<file path="config.mk">
export PLATFORM = sky130hd
export DESIGN_NAME = ubr_uart_rx
export DESIGN_NICKNAME = d
export VERILOG_FILES = /design/src/core/ubr_pkg.sv /design/src/core/ubr_uart_rx.sv
export SDC_FILE = /design/constraint.sdc
export NUM_CORES = 1
export LEC_CHECK = 0
export BUFFER_PORTS_ARGS = -buffer_cell sky130_fd_sc_hd__buf_2
export CAP_MARGIN = 15
export CORE_MARGIN = 2
export CORE_UTILIZATION = 62
export DETAILED_ROUTE_END_ITERATION = 7
export HOLD_SLACK_MARGIN = 0.05
export PLACE_DENSITY = 0.86
export SYNTH_ARGS = -nofsm -noshare
export SYNTH_HDL_FRONTEND = slang
export SYNTH_SLANG_ARGS = --single-unit
</file>
<file path="constraint.sdc">
create_clock -name clk -period 9.2 [get_ports clk]
set_clock_uncertainty 0.05 [all_clocks]
set_input_delay 0.46 -clock clk [delete_from_list [all_inputs] [get_ports clk]]
set_output_delay 0.46 -clock clk [all_outputs]
set_load 0.05 [all_outputs]
</file>
<file path="src/core/ubr_pkg.sv">
// Constants, register map and carrier types of the UART baud and error block.
// Assumes a single 100 MHz system clock and an APB master with 32-bit data.
// How it works
// - The bit rate is the operation clock divided by (divider + 1) and by 2.
// - The mode register clock-source bit picks the low or high prescaler field.
// - A prescaler field value p gives the system clock divided by 2 to the p.
// - After a start bit, sample points follow the divider; stop bit checked.
// - Reading the data register clears the buffer-full flag.
// - Ones written to the flag-clear register clear parity/framing/overrun.
// - A one in the stop register clears the enable status and halts receive.
// - A one in the start register sets the enable status and lets it run.
package ubr_pkg;
  localparam logic [11:0] UBR_DATA_OFS = 12'h000;
  localparam logic [11:0] UBR_MODE_OFS = 12'h004;
  localparam logic [11:0] UBR_PRESC_OFS = 12'h008;
  localparam logic [11:0] UBR_STAT_OFS = 12'h00C;
  localparam logic [11:0] UBR_CLR_OFS = 12'h010;
  localparam logic [11:0] UBR_START_OFS = 12'h014;
  localparam logic [11:0] UBR_STOP_OFS = 12'h018;
  localparam logic [11:0] UBR_ENST_OFS = 12'h01C;
  localparam int UBR_DIV_LSB = 9;
  localparam int UBR_CKS_BIT = 15;
  localparam int UBR_PAR_BIT = 0;
  localparam int UBR_BFF_BIT = 6;
  localparam int UBR_PEF_BIT = 1;
  localparam int UBR_FEF_BIT = 2;
  localparam int UBR_OVF_BIT = 0;
  localparam logic [6:0] UBR_DIV_RST = 7'h7F;
  localparam logic [7:0] UBR_PRESC_RST = 8'h00;
  localparam logic [15:0] UBR_MODE_RST = 16'h0000;
  localparam int UBR_DATA_BITS = 8;
  localparam logic [31:0] UBR_BAD_ADDR_DATA = 32'h0000_0000;

  typedef struct packed {
    logic pe;
    logic fe;
    logic ov;
  } ubr_err_t;
endpackage : ubr_pkg

</file>
<file path="src/core/ubr_uart_rx.sv">
// Baud generation, receiver and error flags of one serial channel.
// Assumes an APB master on clk and an asynchronous serial input pin.
//
// Added by the designer: register access over APB and the placing of the registers.
`timescale 1ns/10ps
module ubr_uart_rx (
  input wire logic clk, // System clock, 100 MHz.
  input wire logic rst, // Synchronous reset, active high.
  input wire logic psel, // APB select.
  input wire logic penable, // APB enable.
  input wire logic pwrite, // APB direction.
  input wire logic [11:0] paddr, // APB byte address.
  input wire logic [31:0] pwdata, // APB write data.
  output logic [31:0] prdata, // APB read data.
  output logic pready, // APB ready.
  output logic pslverr, // APB error, unmapped address.
  input wire logic rxd, // Serial receive pin.
  output ubr_pkg::ubr_err_t err_flags, // Error flags.
  output logic enabled // Channel enable status.
);
  import ubr_pkg::*;

  typedef enum logic [3:0] {
    UBR_IDLE = 4'b0001,
    UBR_START = 4'b0010,
    UBR_DATA = 4'b0100,
    UBR_STOPB = 4'b1000
  } ubr_state_t;

  logic [6:0] div_r;
  logic [7:0] rxdat_r;
  logic [15:0] mode_r;
  logic [7:0] presc_r;
  logic bff_r;
  logic en_r;
  ubr_err_t err_r;
  ubr_state_t st_r;
  logic [14:0] pre_cnt_r;
  logic [14:0] pre_cnt_nxt;
  logic [3:0] p_sel;
  logic mck_tick;
  logic [7:0] bit_cnt_r;
  logic [3:0] nbit_r;
  logic [8:0] shf_r;
  logic [2:0] sync_r;
  logic rx_lvl_r;
  logic rx_prev_r;
  logic par_r;
  logic acc;
  logic wr;
  logic rd;
  logic [7:0] half_cnt;
  logic [7:0] full_cnt;
  logic done;
  logic bad_stop;
  logic bad_par;
  logic setup_rd;
  logic rd_full_r;

  assign acc = psel && penable;
  assign setup_rd = psel && !penable && !pwrite;
  assign wr = acc && pwrite;
  assign rd = acc && !pwrite;
  assign pready = 1'b1;

  always_comb begin
    pslverr = 1'b0;
    if (!acc) begin
      pslverr = 1'b0;
    end else if (paddr == UBR_DATA_OFS || paddr == UBR_MODE_OFS) begin
      pslverr = 1'b0;
    end else if (paddr == UBR_PRESC_OFS || paddr == UBR_STAT_OFS) begin
      pslverr = 1'b0;
    end else if (paddr == UBR_CLR_OFS || paddr == UBR_START_OFS) begin
      pslverr = 1'b0;
    end else if (paddr == UBR_STOP_OFS || paddr == UBR_ENST_OFS) begin
      pslverr = 1'b0;
    end else begin
      pslverr = 1'b1;
    end
  end

  // Read data is loaded in the setup cycle so it stands through the access.
  always_ff @(posedge clk) begin
    if (rst) begin
      prdata <= 32'h0000_0000;
      rd_full_r <= 1'b0;
    end else if (setup_rd) begin
      if (paddr == UBR_DATA_OFS) begin
        prdata <= {16'h0000, div_r, 1'b0, rxdat_r};
        rd_full_r <= bff_r;
      end else if (paddr == UBR_MODE_OFS) begin
        prdata <= {16'h0000, mode_r};
      end else if (paddr == UBR_PRESC_OFS) begin
        prdata <= {24'h000000, presc_r};
      end else if (paddr == UBR_STAT_OFS) begin
        prdata <= {25'h0, bff_r, 3'h0, err_r.fe, err_r.pe, err_r.ov};
      end else if (paddr == UBR_ENST_OFS) begin
        prdata <= {31'h0, en_r};
      end else begin
        prdata <= UBR_BAD_ADDR_DATA;
      end
    end
  end

  // Configuration writes.
  always_ff @(posedge clk) begin
    if (rst) begin
      div_r <= UBR_DIV_RST;
      mode_r <= UBR_MODE_RST;
      presc_r <= UBR_PRESC_RST;
    end else if (wr) begin
      if (paddr == UBR_DATA_OFS) begin
        div_r <= pwdata[UBR_DIV_LSB +: 7];
      end else if (paddr == UBR_MODE_OFS) begin
        mode_r <= pwdata[15:0];
      end else if (paddr == UBR_PRESC_OFS) begin
        presc_r <= pwdata[7:0];
      end
    end
  end

  // Stop and start sit at separate addresses, so they never collide.
  always_ff @(posedge clk) begin
    if (rst) begin
      en_r <= 1'b0;
    end else if (wr && paddr == UBR_STOP_OFS && pwdata[0]) begin
      en_r <= 1'b0;
    end else if (wr && paddr == UBR_START_OFS && pwdata[0]) begin
      en_r <= 1'b1;
    end
  end
  assign enabled = en_r;

  // Prescaler: free counter, tick when the low p bits are all ones.
  assign p_sel = mode_r[UBR_CKS_BIT] ? presc_r[7:4] : presc_r[3:0];
  assign pre_cnt_nxt = pre_cnt_r + 15'h0001;
  assign mck_tick = ((pre_cnt_r & ((15'h0001 << p_sel) - 15'h0001))
                     == ((15'h0001 << p_sel) - 15'h0001));

  always_ff @(posedge clk) begin
    if (rst) begin
      pre_cnt_r <= 15'h0000;
    end else begin
      pre_cnt_r <= pre_cnt_nxt;
    end
  end

  // Three-stage synchroniser; a change counts when stages two and three agree.
  always_ff @(posedge clk) begin
    if (rst) begin
      sync_r <= 3'b111;
      rx_lvl_r <= 1'b1;
      rx_prev_r <= 1'b1;
    end else begin
      sync_r <= {sync_r[1:0], rxd};
      if (sync_r[1] == sync_r[2]) begin
        rx_lvl_r <= sync_r[2];
      end
      rx_prev_r <= rx_lvl_r;
    end
  end

  // Bit period is 2*(div+1) ticks; mid-bit is div+1 ticks.
  assign full_cnt = {div_r, 1'b0} + 8'h01;
  assign half_cnt = {1'b0, div_r};
  assign done = (st_r == UBR_STOPB) && mck_tick && bit_cnt_r == 8'h00;
  assign bad_stop = !rx_lvl_r;
  assign bad_par = mode_r[UBR_PAR_BIT] && (par_r != 1'b0);

  always_ff @(posedge clk) begin
    if (rst || !en_r) begin
      st_r <= UBR_IDLE;
      bit_cnt_r <= 8'h00;
      nbit_r <= 4'h0;
      shf_r <= 9'h000;
      par_r <= 1'b0;
    end else begin
      case (st_r)
        UBR_IDLE: begin
          if (rx_prev_r && !rx_lvl_r) begin
            st_r <= UBR_START;
            bit_cnt_r <= half_cnt;
          end
        end
        UBR_START: begin
          if (mck_tick) begin
            if (bit_cnt_r != 8'h00) begin
              bit_cnt_r <= bit_cnt_r - 8'h01;
            end else if (rx_lvl_r) begin
              st_r <= UBR_IDLE;
            end else begin
              st_r <= UBR_DATA;
              bit_cnt_r <= full_cnt;
              nbit_r <= 4'h0;
              par_r <= 1'b0;
            end
          end
        end
        UBR_DATA: begin
          if (mck_tick) begin
            if (bit_cnt_r != 8'h00) begin
              bit_cnt_r <= bit_cnt_r - 8'h01;
            end else begin
              shf_r <= {rx_lvl_r, shf_r[8:1]};
              par_r <= par_r ^ rx_lvl_r;
              bit_cnt_r <= full_cnt;
              nbit_r <= nbit_r + 4'h1;
              if (nbit_r == 4'(UBR_DATA_BITS - 1 + int'(mode_r[UBR_PAR_BIT])))
              begin
                st_r <= UBR_STOPB;
              end
            end
          end
        end
        UBR_STOPB: begin
          if (mck_tick) begin
            if (bit_cnt_r != 8'h00) begin
              bit_cnt_r <= bit_cnt_r - 8'h01;
            end else begin
              st_r <= UBR_IDLE;
            end
          end
        end
        default: st_r <= UBR_IDLE;
      endcase
    end
  end

  // Set wins over clear; a read clears only the full buffer it returned.
  always_ff @(posedge clk) begin
    if (rst) begin
      rxdat_r <= 8'h00;
      bff_r <= 1'b0;
      err_r <= '0;
    end else begin
      if (done && !bff_r) begin
        rxdat_r <= mode_r[UBR_PAR_BIT] ? shf_r[7:0] : shf_r[8:1];
      end
      if (done) begin
        bff_r <= 1'b1;
      end else if (rd && paddr == UBR_DATA_OFS && rd_full_r) begin
        bff_r <= 1'b0;
      end
      if (done && bff_r) begin
        err_r.ov <= 1'b1;
      end else if (wr && paddr == UBR_CLR_OFS && pwdata[UBR_OVF_BIT]) begin
        err_r.ov <= 1'b0;
      end
      if (done && bad_par) begin
        err_r.pe <= 1'b1;
      end else if (wr && paddr == UBR_CLR_OFS && pwdata[UBR_PEF_BIT]) begin
        err_r.pe <= 1'b0;
      end
      if (done && bad_stop) begin
        err_r.fe <= 1'b1;
      end else if (wr && paddr == UBR_CLR_OFS && pwdata[UBR_FEF_BIT]) begin
        err_r.fe <= 1'b0;
      end
    end
  end
  assign err_flags = err_r;
endmodule : ubr_uart_rx

</file>
# After elaboration in Yosys (flattened, before gate mapping)
# Cells that the tools add are included.
[word_totals] ff_bits=123 latch_bits=0 ram_bits=0 romBits=0 inputBits=50 output_inout_bits=38 n_memories=0
[classes] addsub=6 n_mul=0 div=0 order_cmp=0 n_eq_ne=25 shifts=1 muxes=51 bitwise_logic=5 n_reduce_logical=51
[ops] op="$mux W8" count=10
[ops] op="$mux W4" count=14
[ops] op="$eq A12 B5 Y1 const B" count=4
[ops] op="$mux W16" count=2
[ops] op="$pmux W8 S4" count=1
[ops] op="$eq A12 B4 Y1 const B" count=2
[ops] op="$logic_and A1 B1 Y1" count=23
[ops] op="$mux W1" count=19
[ops] op="$ne A2 B2 Y1 const B" count=9
[ops] op="$pmux W4 S4" count=1
[ops] op="$add A15 B1 Y15 const B" count=1
[ops] op="$and A15 B15 Y15" count=1
[ops] op="$eq A15 B15 Y1" count=1
[ops] op="$shl A1 B4 Y15 const A" count=1
[ops] op="$sub A15 B1 Y15 const B" count=1
[ops] op="$eq A12 B3 Y1 const B" count=1
[ops] op="$logic_not A12 Y1" count=1
[ops] op="$reduce_bool A2 Y1" count=5
[ops] op="$add A8 B1 Y8 const B" count=1
[ops] op="$logic_not A8 Y1" count=1
[ops] op="$pmux W4 S2" count=1
[ops] op="$reduce_and A8 Y1" count=1
[ops] op="$reduce_bool A8 Y1" count=1
[ops] op="$sub A8 B1 Y8 const B" count=1
[ops] op="24 further kinds" count=36

# Logic depth before layout (Yosys ltp)
# Gate-level depths: netlist (run 1).
[depth] depth_word=9 depth_mapped=18 mapped_depth_nobuf=13

# Worst setup path before layout (run 1)
# OpenSTA, ideal clock, no wires.
[synth_path] kind="register to register" start="reg mode_r[15]" end="reg rxdat_r[7]" setup_ns=0.133 arrival_time_ns=3.430 required_time_ns=9.017 setup_slack_ns=5.587 stages_incl_launch_ff=18 period_less_slack_ns=3.613 cell_sequence="dfxtp_1 -> buf_4 -> buf_6 -> nor3_1 -> nor2_1 -> or2_2 -> ha_1 -> or2_2 -> o21bai_1 -> a21o_2 -> o311ai_0 -> nor4_4 -> and4_4 -> nor2b_4 -> buf_6 -> buf_12 -> nor2_2 -> a211oi_2"
[synth_between] elab_chain_len=8
[synth_rtl] item="from (decl)" line_no="ubr_uart_rx.sv:32" rtl="logic [15:0] mode_r;"
[synth_rtl] item="from (signal assigned)" line_no="ubr_uart_rx.sv:116" rtl="mode_r <= pwdata[15:0];"
[synth_rtl] item="$mux W4 *" line_no="ubr_uart_rx.sv:136" rtl="assign p_sel = mode_r[UBR_CKS_BIT] ? presc_r[7:4] : presc_r[3:0];"
[synth_rtl] item="$shl A1 B4 Y15 *" line_no="ubr_uart_rx.sv:138, ubr_uart_rx.sv:139"
[synth_rtl] item="$sub A15 B1 Y15 *" line_no="ubr_uart_rx.sv:138, ubr_uart_rx.sv:139"
[synth_rtl] item="$and A15 B15 Y15" line_no="ubr_uart_rx.sv:138" rtl="assign mck_tick = ((pre_cnt_r & ((15'h0001 << p_sel) - 15'h0001))"
[synth_rtl] item="$eq A15 B15 Y1 *" line_no="ubr_uart_rx.sv:139" rtl="== ((15'h0001 << p_sel) - 15'h0001));"
[synth_rtl] item="$logic_and A1 B1 Y1 * (2 in a row)" line_no="ubr_uart_rx.sv:167" rtl="assign done = (st_r == UBR_STOPB) && mck_tick && bit_cnt_r == 8'h00;"
[synth_rtl] item="$logic_and A1 B1 Y1 *" line_no="ubr_uart_rx.sv:237" rtl="if (done && !bff_r) begin"
[synth_rtl] item="to (signal assigned)" line_no="ubr_uart_rx.sv:238" rtl="rxdat_r <= mode_r[UBR_PAR_BIT] ? shf_r[7:0] : shf_r[8:1];"
[synth_rtl] item="to (decl)" line_no="ubr_uart_rx.sv:31" rtl="logic [7:0] rxdat_r;"
# Mark *: on every way between the ends. The rest lies on a longest branch, timed or not.
# A chain may end at the register's enable or synchronous reset.

# Final worst setup path (run 1)
[layout_path] start="reg mode_r[15]" end="reg bit_cnt_r[2]"
[layout_between] elab_chain_len=7 elab_cells_between_ends=9 cone_classes="1 x add/sub; 4 x eq/ne; 1 x shift; 1 x mux; 1 x bitwise; 1 x reduce/logical"
[layout_rtl] item="$mux W4 *" line_no="ubr_uart_rx.sv:136"
[layout_rtl] item="$shl A1 B4 Y15 *" line_no="ubr_uart_rx.sv:138, ubr_uart_rx.sv:139"
[layout_rtl] item="$sub A15 B1 Y15 *" line_no="ubr_uart_rx.sv:138, ubr_uart_rx.sv:139"
[layout_rtl] item="$and A15 B15 Y15" line_no="ubr_uart_rx.sv:138"
[layout_rtl] item="$eq A15 B15 Y1 *" line_no="ubr_uart_rx.sv:139"
[layout_rtl] item="$ne A2 B2 Y1 (no line)"
[layout_rtl] item="$reduce_and A7 Y1 (no line) *"
[layout_rtl] item="to (signal assigned)" line_no="ubr_uart_rx.sv:183" rtl="bit_cnt_r <= half_cnt;"
[layout_rtl] item="to (signal assigned)" line_no="ubr_uart_rx.sv:189" rtl="bit_cnt_r <= bit_cnt_r - 8'h01;"
[layout_rtl] item="to (signal assigned)" line_no="ubr_uart_rx.sv:194" rtl="bit_cnt_r <= full_cnt;"
[layout_rtl] item="to (decl)" line_no="ubr_uart_rx.sv:42" rtl="logic [7:0] bit_cnt_r;"
# Marked as above.

==> results of run 1 <==
[cell usage after synthesis (6+ instances only)]
| library cell | number | area [um2] |
|---|---|---|
| a21oi_1 | 35 | 175 |
| nand2_1 | 80 | 300 |
| nor3_1 | 16 | 80.1 |
| inv_1 | 10 | 37.5 |
| xor2_1 | 11 | 96.3 |
| nor2_1 | 96 | 360 |
| mux2i_1 | 39 | 390 |
| o21ai_0 | 16 | 80.1 |
| nand3_1 | 17 | 85.1 |
| nand4_1 | 6 | 37.5 |
| nor4_1 | 8 | 50.1 |
| a22oi_1 | 13 | 97.6 |
| or2_2 | 8 | 50.1 |
| buf_4 | 19 | 143 |
| nor2b_1 | 7 | 43.8 |
| dfxtp_1 | 107 | 2140 |
| nand3b_1 | 10 | 75.1 |
| clkbuf_1 | 30 | 113 |
| a211oi_1 | 20 | 150 |
[power breakdown]
group | internal [mW] | switching, mW
clock | 0.104 | 0.176
sequential | 0.468 | 0.00369
combinational | 0.0138 | 0.0452
[critical path: cells and delay by family, from the launching register on]
kind	cells	cell delay [ps]
flip-flops	1	330
AND/OR/NAND/NOR	5	1660
buffers and inverters	2	530
AO/OA/AOI/OAI	6	1480
adder cells (fa/ha/maj)	1	350
[registers in the layout, indices dropped and copies added (netlist names)]
signal     cells
mode_r        16
prdata        16
pre_cnt_r     15
shf_r          9
bit_cnt_r      8
presc_r        8
rxdat_r        8
div_r          7
nbit_r         4
st_r           4
err_flags      3
sync_r         3
bff_r          1
enabled        1
par_r          1
rd_full_r      1
rx_lvl_r       1
rx_prev_r      1
[logic make-up (layout without fill, tap and decap cells)]
kind of cell             count (synthesis)  after routing  share of synthesized area [%]
XOR/XNOR                                15             15                           2.29
adder cells (fa/ha/maj)                  5              5                           1.09
other                                    2             18                          0.131
multiplexers                            42             42                           7.40
buffers and inverters                   77             84                           8.25
AND/OR/NAND/NOR                        293            293                           26.0
flip-flops                             107            107                           37.4
AO/OA/AOI/OAI                          138            138                           17.5
[per-layer routing]
metal / wire length [um] / track usage (%) / vias to the layer above
met4: 434 / 12.3 / 0
met1: 6010 / 38.9 / 2394
met2: 6500 / 44.7 / 230
met3: 1110 / 5.29 / 32
li1: - / - / 2412
met5: 0 / 0 / -
[path summary, 6_finish.rpt]
kind                                                   to  slack (ps)
worst max-delay path            bit_cnt_r[2]$_SDFFE_PP0P_        4690
worst min-delay path                 sync_r[0]$_SDFF_PP1_         200
worst max register to register  bit_cnt_r[2]$_SDFFE_PP0P_        4690
worst min register to register       sync_r[1]$_SDFF_PP1_         380
[per-stage QoR]
step	utilization (%)	setup WS [ps]	power (mW)	instances
6_report	65.8	4690	0.810	813
3_5_place_dp	63.8	4840	0.541	797
4_1_cts	65.8	4780	0.813	812
5_1_grt	65.8	4390	0.836	812
2_1_floorplan	-	5590	0.529	694
3_3_place_gp	63.8	4980	0.540	797
[final cells by class]
| cell class | instances | area, um2 |
|---|---|---|
| Multi-Input combinational cell | 510 | 3180 |
| Inverter | 10 | 37.5 |
| Antenna cell | 1 | 2.50 |
| Fill cell | 771 | 3110 |
| Tap cell | 111 | 139 |
| Clock buffer | 9 | 124 |
| Timing Repair Buffer | 59 | 308 |
| Sequential cell | 107 | 2140 |
| Clock inverter | 6 | 61.3 |
==> impl_metrics.json, run 1 <==
{
  "path_cells": "buf_4, nor3b_1, nor2_1, or2_2, ha_1, inv_1, a2111oi_0, nor4b_2, o32ai_1, nor4_4, o2111ai_1, a31oi_4, o21ai_0, a32o_1",
  "grt_pass1_wl_mm": 22.9,
  "nets": 752,
  "avgSynthCellArea_um2": 8.44,
  "cts_buffer_depth": 2,
  "antenna_found_initial": 0,
  "placed_area_um2": 5810,
  "final_antenna_net_count": 0,
  "ir_drop_uv": 74.0,
  "finalMaxSlewViolations": 0,
  "hp-class": "in -> reg",
  "cts_resized": 0,
  "cts-root-buf": "clkbuf_8",
  "yosys_warnings": 0,
  "finalCriticalPeriod_ps": 4510,
  "maxCapViolCount": 0,
  "synth_seq_cells": 107,
  "postCtsHoldBufs": 0,
  "synth_cell_types": 79,
  "cp-start-kind": "register",
  "worstPathArrival_ps": 4740,
  "track_usage_pct": 28.6,
  "ff2ff_path_depth": 14,
  "reg2reg_from": "mode_r[15]$_SDFFE_PP0P_",
  "finalSetupViolations": 0,
  "h-tree-depth": 3,
  "hpwl_mm": 9.87,
  "vias": 5068,
  "tns_ps": 0,
  "synthesis.instances": 679,
  "die_x_um": 100,
  "fin_crit_sh_pct": 49.0,
  "gp_congestion": 0.937,
  "path_max_fanout": 28,
  "drive_above_1_share_pct": 16.0,
  "viasPerCell": 6.23,
  "first_iter_violations": 331,
  "holdPathStages": 2,
  "wl_mm": 14.1,
  "whs_ps": 202,
  "hp-start": "rxd",
  "cp.required_ps": 9440,
  "critPathLaunch": "mode_r[15]$_SDFFE_PP0P_",
  "start_util_pct": 62.9,
  "synthFlopType": "dfxtp_1",
  "route.detailed.drc": 0,
  "p_per_area_nw_per_um2": 135,
  "run_status": "completed",
  "clkLatencyLatePin_ps": 390,
  "syn-cell-area_um2": 5730,
  "cts_made_buffers": 9,
  "wl_per_cell_um": 17.3,
  "grt_pass1_vias": 4699,
  "synth-edff-count": 0,
  "cts_tree": "yes",
  "critPathKind": "reg -> reg",
  "max_slew.worst_pin.slew_ps": 1010,
  "core-area_um2": 9110,
  "cts_sinks": 107,
  "post_cts_buffers": 0,
  "grt_max_degree": 84,
  "drt-pass1-iter-count": 5,
  "async_reset_ff_share_pct": 0,
  "rows": 35,
  "layout_common_cells": "dfxtp_1, nor2_1, nand2_1",
  "end_kind": "register",
  "slew_headroom_pct": 32.7,
  "area_growth_pct": 4.65,
  "io_pins": 88,
  "clk_pin_slew_ps": 110,
  "io_buffers": 54,
  "rsz0062_at_grt": "no",
  "fin_area_um2": 6000,
  "p_leak_nw": 2.22,
  "die_h_um": 100,
  "ys_seq_area_share_pct": 37.4,
  "final_common_cell": "dfxtp_1",
  "finalHoldViolations": 0,
  "grt_remaining_overflow": 0,
  "crit_slowest_cell": "nor4_4",
  "cpPeakStageDelay_ps": 470,
  "max_freq_mhz": 222,
  "dieArea_um2": 10000
}
No activity file was read; power rests on OpenSTA's default activity.
==> run 2, diff against run 1 <==
CORE_UTILIZATION = 57   (was 62)
PLACE_DENSITY = 0.8   (was 0.86)
clock period = 4.4 ns   (was 9.2 ns; I/O delays follow)
==> impl_metrics.json, run 2 (same netlist as run 1, synthesis figures left out) <==
{
  "grt_remaining_overflow": 0,
  "critPathKind": "reg -> reg",
  "fin_area_um2": 6280,
  "gp_congestion": 0.911,
  "run_status": "completed",
  "p_seq_share_pct": 57.6,
  "cp-start-kind": "register",
  "finalMaxSlewViolations": 0,
  "finalHoldViolations": 0,
  "finalSetupViolations": 0,
  "io_buffers": 54,
  "die_x_um": 104,
  "rsz0062_at_grt": "no",
  "place_ws_ps": 271,
  "wl_mm": 14.0,
  "max_freq_mhz": 249,
  "combPwrFrac_pct": 7.9,
  "first_iter_violations": 276,
  "switching_power_uw": 425,
  "p_sw_share_pct": 24.8,
  "worstPathArrival_ps": 4280,
  "vias": 5101,
  "p_leak_nw": 2.36,
  "fin_ws_ps": 378,
  "cts_sinks": 107,
  "cts_tree": "yes",
  "hpwl_mm": 10.0,
  "whs_ps": 91.3,
  "rows": 36,
  "hp-class": "in -> reg",
  "track_usage_pct": 25.9,
  "end_kind": "register",
  "cts_made_buffers": 9,
  "grt_max_degree": 83,
  "start_util_pct": 58.6,
  "fin_crit_sh_pct": 91.4,
  "final_antenna_net_count": 0,
  "h-tree-depth": 3,
  "clkLatencyLatePin_ps": 390,
  "num-fill-cells": 848,
  "route.detailed.drc": 0,
  "core-area_um2": 9770,
  "placed_area_um2": 5900,
  "nets": 781,
  "max_slew.worst_pin.slew_ps": 981,
  "path_max_fanout": 12,
  "clk_pin_slew_ps": 100,
  "slew_headroom_pct": 34.6,
  "cts-root-buf": "clkbuf_8",
  "ir_drop_uv": 204,
  "grt_pass1_wl_mm": 22.8,
  "final_common_cell": "dfxtp_1",
  "dieArea_um2": 10900,
  "layout_common_cells": "dfxtp_1, nor2_1, nand2_1",
  "drt-pass1-iter-count": 5,
  "grt_pass1_vias": 4712,
  "cp.required_ps": 4660,
  "reg.largest.list": "mode_r (16), prdata (16), pre_cnt_r (15)",
  "drive_above_1_share_pct": 16.9,
  "internal_power_mw": 1.29,
  "finalCriticalPeriod_ps": 4020,
  "p_per_area_nw_per_um2": 273,
  "area_growth_pct": 9.52,
  "cts_buffer_depth": 2,
  "tns_ps": 0,
  "io_pins": 88,
  "antenna_found_initial": 0,
  "antenna_cells": 0,
  "viasPerCell": 5.92,
  "die_h_um": 104,
  "wl_per_cell_um": 16.2,
  "clkPwrFrac_pct": 34.6,
  "maxCapViolCount": 0
}
==> run 2: cell count changes in the layout (fill, tap and decap cells not counted), sizes merged <==
cell         delta
buf            +13
bufinv          +1
clkbuf          +2
clkinvlp        -1
diode           -1
dlygate4sd3    +16
inv             -3
==> run 2: layout make-up <==
| cell class | count | area (um2) | area share (%) |
|---|---|---|---|
| sequential | 107 | 2140 | 34.1 |
| clock buffer | 11 | 141 | 2.25 |
| clock inverter | 3 | 40.0 | 0.638 |
| inverter | 10 | 37.5 | 0.598 |
| multi-input combinational | 510 | 3180 | 50.7 |
| timing repair buffer | 88 | 566 | 9.01 |
| tap | 133 | 166 | 2.65 |
==> run 2: worst paths after layout <==
kind                                to                    start  slack [ps]  cells past startpoint
min reg2reg       sync_r[1]$_SDFF_PP1_     sync_r[0]$_SDFF_PP1_         380                      1
max reg2reg  bit_cnt_r[6]$_SDFFE_PP0P_  mode_r[15]$_SDFFE_PP0P_         380                     14
min             mode_r[0]$_SDFFE_PP0P_                pwdata[0]          90                      3
max          bit_cnt_r[6]$_SDFFE_PP0P_  mode_r[15]$_SDFFE_PP0P_         380                     14
==> run 2: power groups by stage <==
stage	Clock [mW]	Sequential [mW]	Combinational, mW
final	0.592	0.985	0.135
after global routing	0.638	0.987	0.143
after floorplan	0	1.03	0.0795
after global placement	0	1.01	0.122
after CTS	0.605	0.985	0.134
after detailed placement	0	1.01	0.123
==> run 2: through the flow <==
step	power [mW]	cells	util (%)
2_1_floorplan	1.11	694	-
3_3_place_gp	1.13	828	60.4
3_5_place_dp	1.13	828	60.4
4_1_cts	1.72	858	63.9
5_1_grt	1.77	862	64.2
6_report	1.71	862	64.2
==> run 2: repair_timing <==
item	CTS	global route
hold buffers	16	0
setup buffers	0	4
endpoints found under the setup margin	0	1
hold endpoints to repair	24	0
resized for setup	0	0
==> run 2: critical path: stages (launching register included) <==
cell,delay [ps]
dfxtp_1,350
nor3b_1,360
nor2_1,130
or2_2,310
ha_1,350
or2_2,360
o21bai_1,180
a21o_2,220
o311ai_0,570
nor4_4,180
o2111ai_1,210
a31oi_4,210
buf_4,180
a21bo_2,180
a21oi_1,100
==> run 2: routing by layer <==
metal  share of wire (%)  vias to the layer above  global-route usage [%]
li1                    -                     2487                       -
met3                 5.5                       21                    4.95
met2                  48                      166                    42.9
met5                   0                        -                       0
met4                 2.1                        0                    9.94
met1                  45                     2427                    33.4
==> run 3, diff against run 2 <==
CORE_UTILIZATION = 52   (was 57)
PLACE_DENSITY = 0.77   (was 0.8)
clock period = 3.29 ns   (was 4.4 ns; I/O delays follow)
==> impl_metrics.json, run 3 (same netlist as run 1, synthesis figures left out) <==
{
  "holdPathStages": 3,
  "die_h_um": 109,
  "p_leak_nw": 2.68,
  "switching_power_uw": 593,
  "slew_headroom_pct": 43.6,
  "reg2reg_from": "mode_r[15]$_SDFFE_PP0P_",
  "internal_power_mw": 1.83,
  "post-place-cells": 863,
  "final_common_cell": "dfxtp_1",
  "placed_area_um2": 6190,
  "grt_pass1_wl_mm": 23.6,
  "clkPwrFrac_pct": 38.1,
  "antenna_found_initial": 0,
  "start_util_pct": 53.1,
  "cts_sinks": 107,
  "antenna_cells": 0,
  "vias": 5251,
  "final_antenna_net_count": 0,
  "max_freq_mhz": 308,
  "io_pins": 88,
  "finalCriticalPeriod_ps": 3250,
  "cp_common_cell": "buf_6",
  "run_status": "completed",
  "reg.largest.list": "mode_r (16), prdata (16), pre_cnt_r (15)",
  "viasPerCell": 5.77,
  "whs_ps": 85.4,
  "hpwl_mm": 10.4,
  "cp-start-kind": "register",
  "critPathKind": "reg -> reg",
  "hp-class": "in -> reg",
  "cpPeakStageDelay_ps": 340,
  "p_per_area_nw_per_um2": 349,
  "grt_max_degree": 82,
  "p_seq_share_pct": 54.4,
  "grt_remaining_overflow": 0,
  "wl_mm": 14.9,
  "path_cells": "buf_6, mux2_4, nand2_4, ha_4, buf_6, buf_6, nor2_1, mux2i_2, o311ai_4, nor4_4, buf_6, nand4_1, a31oi_4, buf_6, mux2i_1, nor2_1",
  "area_growth_pct": 21.1,
  "layout_common_cells": "dfxtp_1, nor2_1, nand2_1",
  "cts-root-buf": "clkbuf_8",
  "hp-start": "paddr[3]",
  "register_area_um2": 2140,
  "multi_input_area_um2": 3420,
  "critPathLaunch": "mode_r[15]$_SDFFE_PP0P_",
  "clkLatencyLatePin_ps": 390,
  "drive_above_1_share_pct": 25.3,
  "die_x_um": 109,
  "cts_buffer_depth": 2,
  "end_kind": "register",
  "route.detailed.drc": 0,
  "finalSetupViolations": 0,
  "h-tree-depth": 3,
  "ir_drop_uv": 255,
  "core-area_um2": 10800,
  "rsz0062_at_grt": "yes",
  "reg2reg_setup_slack_ps": 40,
  "nets": 820,
  "fin_crit_sh_pct": 98.8,
  "drt-pass1-iter-count": 5,
  "cts_made_buffers": 9,
  "track_usage_pct": 25.5,
  "num-fill-cells": 894,
  "cts_tree": "yes",
  "p_sw_share_pct": 24.5,
  "r2r_end": "bit_cnt_r[0]$_SDFFE_PP0P_",
  "tns_ps": 0,
  "dieArea_um2": 11900,
  "layoutNonFillerInstCount": 910,
  "combPwrFrac_pct": 7.5,
  "grt_pass1_vias": 4826,
  "maxCapViolCount": 0,
  "power_mw": 2.42,
  "io_buffers": 54,
  "cp.required_ps": 3520,
  "finalMaxSlewViolations": 0,
  "max_slew.worst_pin.slew_ps": 847,
  "fin_area_um2": 6940,
  "finalHoldViolations": 0,
  "crit_slowest_cell": "dfxtp_2",
  "ff2ff_path_depth": 16,
  "worstPathArrival_ps": 3480,
  "first_iter_violations": 398,
  "clk_pin_slew_ps": 100,
  "path_max_fanout": 7,
  "gp_congestion": 0.905,
  "rows": 38,
  "hold_path_end": "enabled$_SDFFE_PP0P_",
  "wl_per_cell_um": 16.4
}
## run 3: cell count changes in the layout (fill, tap and decap cells not counted), moves of 3 or more
cell / previous run / this run
a211oi_1: 20 / 17
buf_6: 0 / 12
nor3_1: 16 / 13
a211oi_2: 4 / 7
buf_4: 18 / 42
## run 3: area by class of cell
type | instances | area share [%]
multi-input cells | 510 | 49.3
flip-flops and latches | 107 | 30.9
repair buffers | 127 | 13.4
well taps | 140 | 2.52
clock buffers | 12 | 2.24
clock inverters | 4 | 1.05
inverters | 10 | 0.541
## run 3: worst max-delay path by stage
stage / end / depth (start not counted)
finish: bit_cnt_r[0]$_SDFFE_PP0P_ / 16
global route: st_r[2]$_SDFFE_PP0P_ / 15
CTS: bit_cnt_r[0]$_SDFFE_PP0P_ / 16
detailed placement: st_r[3]$_SDFFE_PP0P_ / 15
global placement: st_r[3]$_SDFFE_PP0P_ / 12
floorplan: rxdat_r[7]$_SDFFE_PP0P_ / 17
## run 3: routing by layer
metal  up-vias  global-route usage (%)  routed length [um]
met5         -                       0                   0
met4         0                    13.2                 505
met3        34                    3.89                 855
met2       190                    40.3                6830
met1      2466                    33.6                6740
li1       2561                       -                   -
## run 3: power groups by stage
stage                     sequential [mW]  combinational (mW)  clock (mW)
after global routing                 1.32               0.193       0.989
after detailed placement             1.35               0.164           0
after CTS                            1.32               0.180       0.927
after global placement               1.35               0.161           0
final                                1.32               0.181       0.923
after floorplan                      1.37               0.106           0
## run 3: repair_timing
item / in CTS / in global routing
hold buffers: 17 / 0
buffers inserted: 9 / 7
gates resized for setup: 26 / 25
endpoints found under the setup margin: 18 / 26
hold endpoints to repair: 31 / 0
pin swaps: 12 / 25
## run 3: critical path: cells and delay by family, from the launching register on
family,cells,cell delay (ps)
AO/OA/AOI/OAI,2,470
adder cells (fa/ha/maj),1,180
multiplexers,3,720
flip-flops,1,340
AND/OR/NAND/NOR,5,650
buffers and inverters,5,730
## run 3: metrics by stage
stage	util, %	setup WS [ps]
5_1_grt	64.3	-138
3_5_place_dp	57.4	-111
3_3_place_gp	57.4	-32.2
2_1_floorplan	-	27.4
6_report	64.3	38.7
4_1_cts	62.8	-9.11
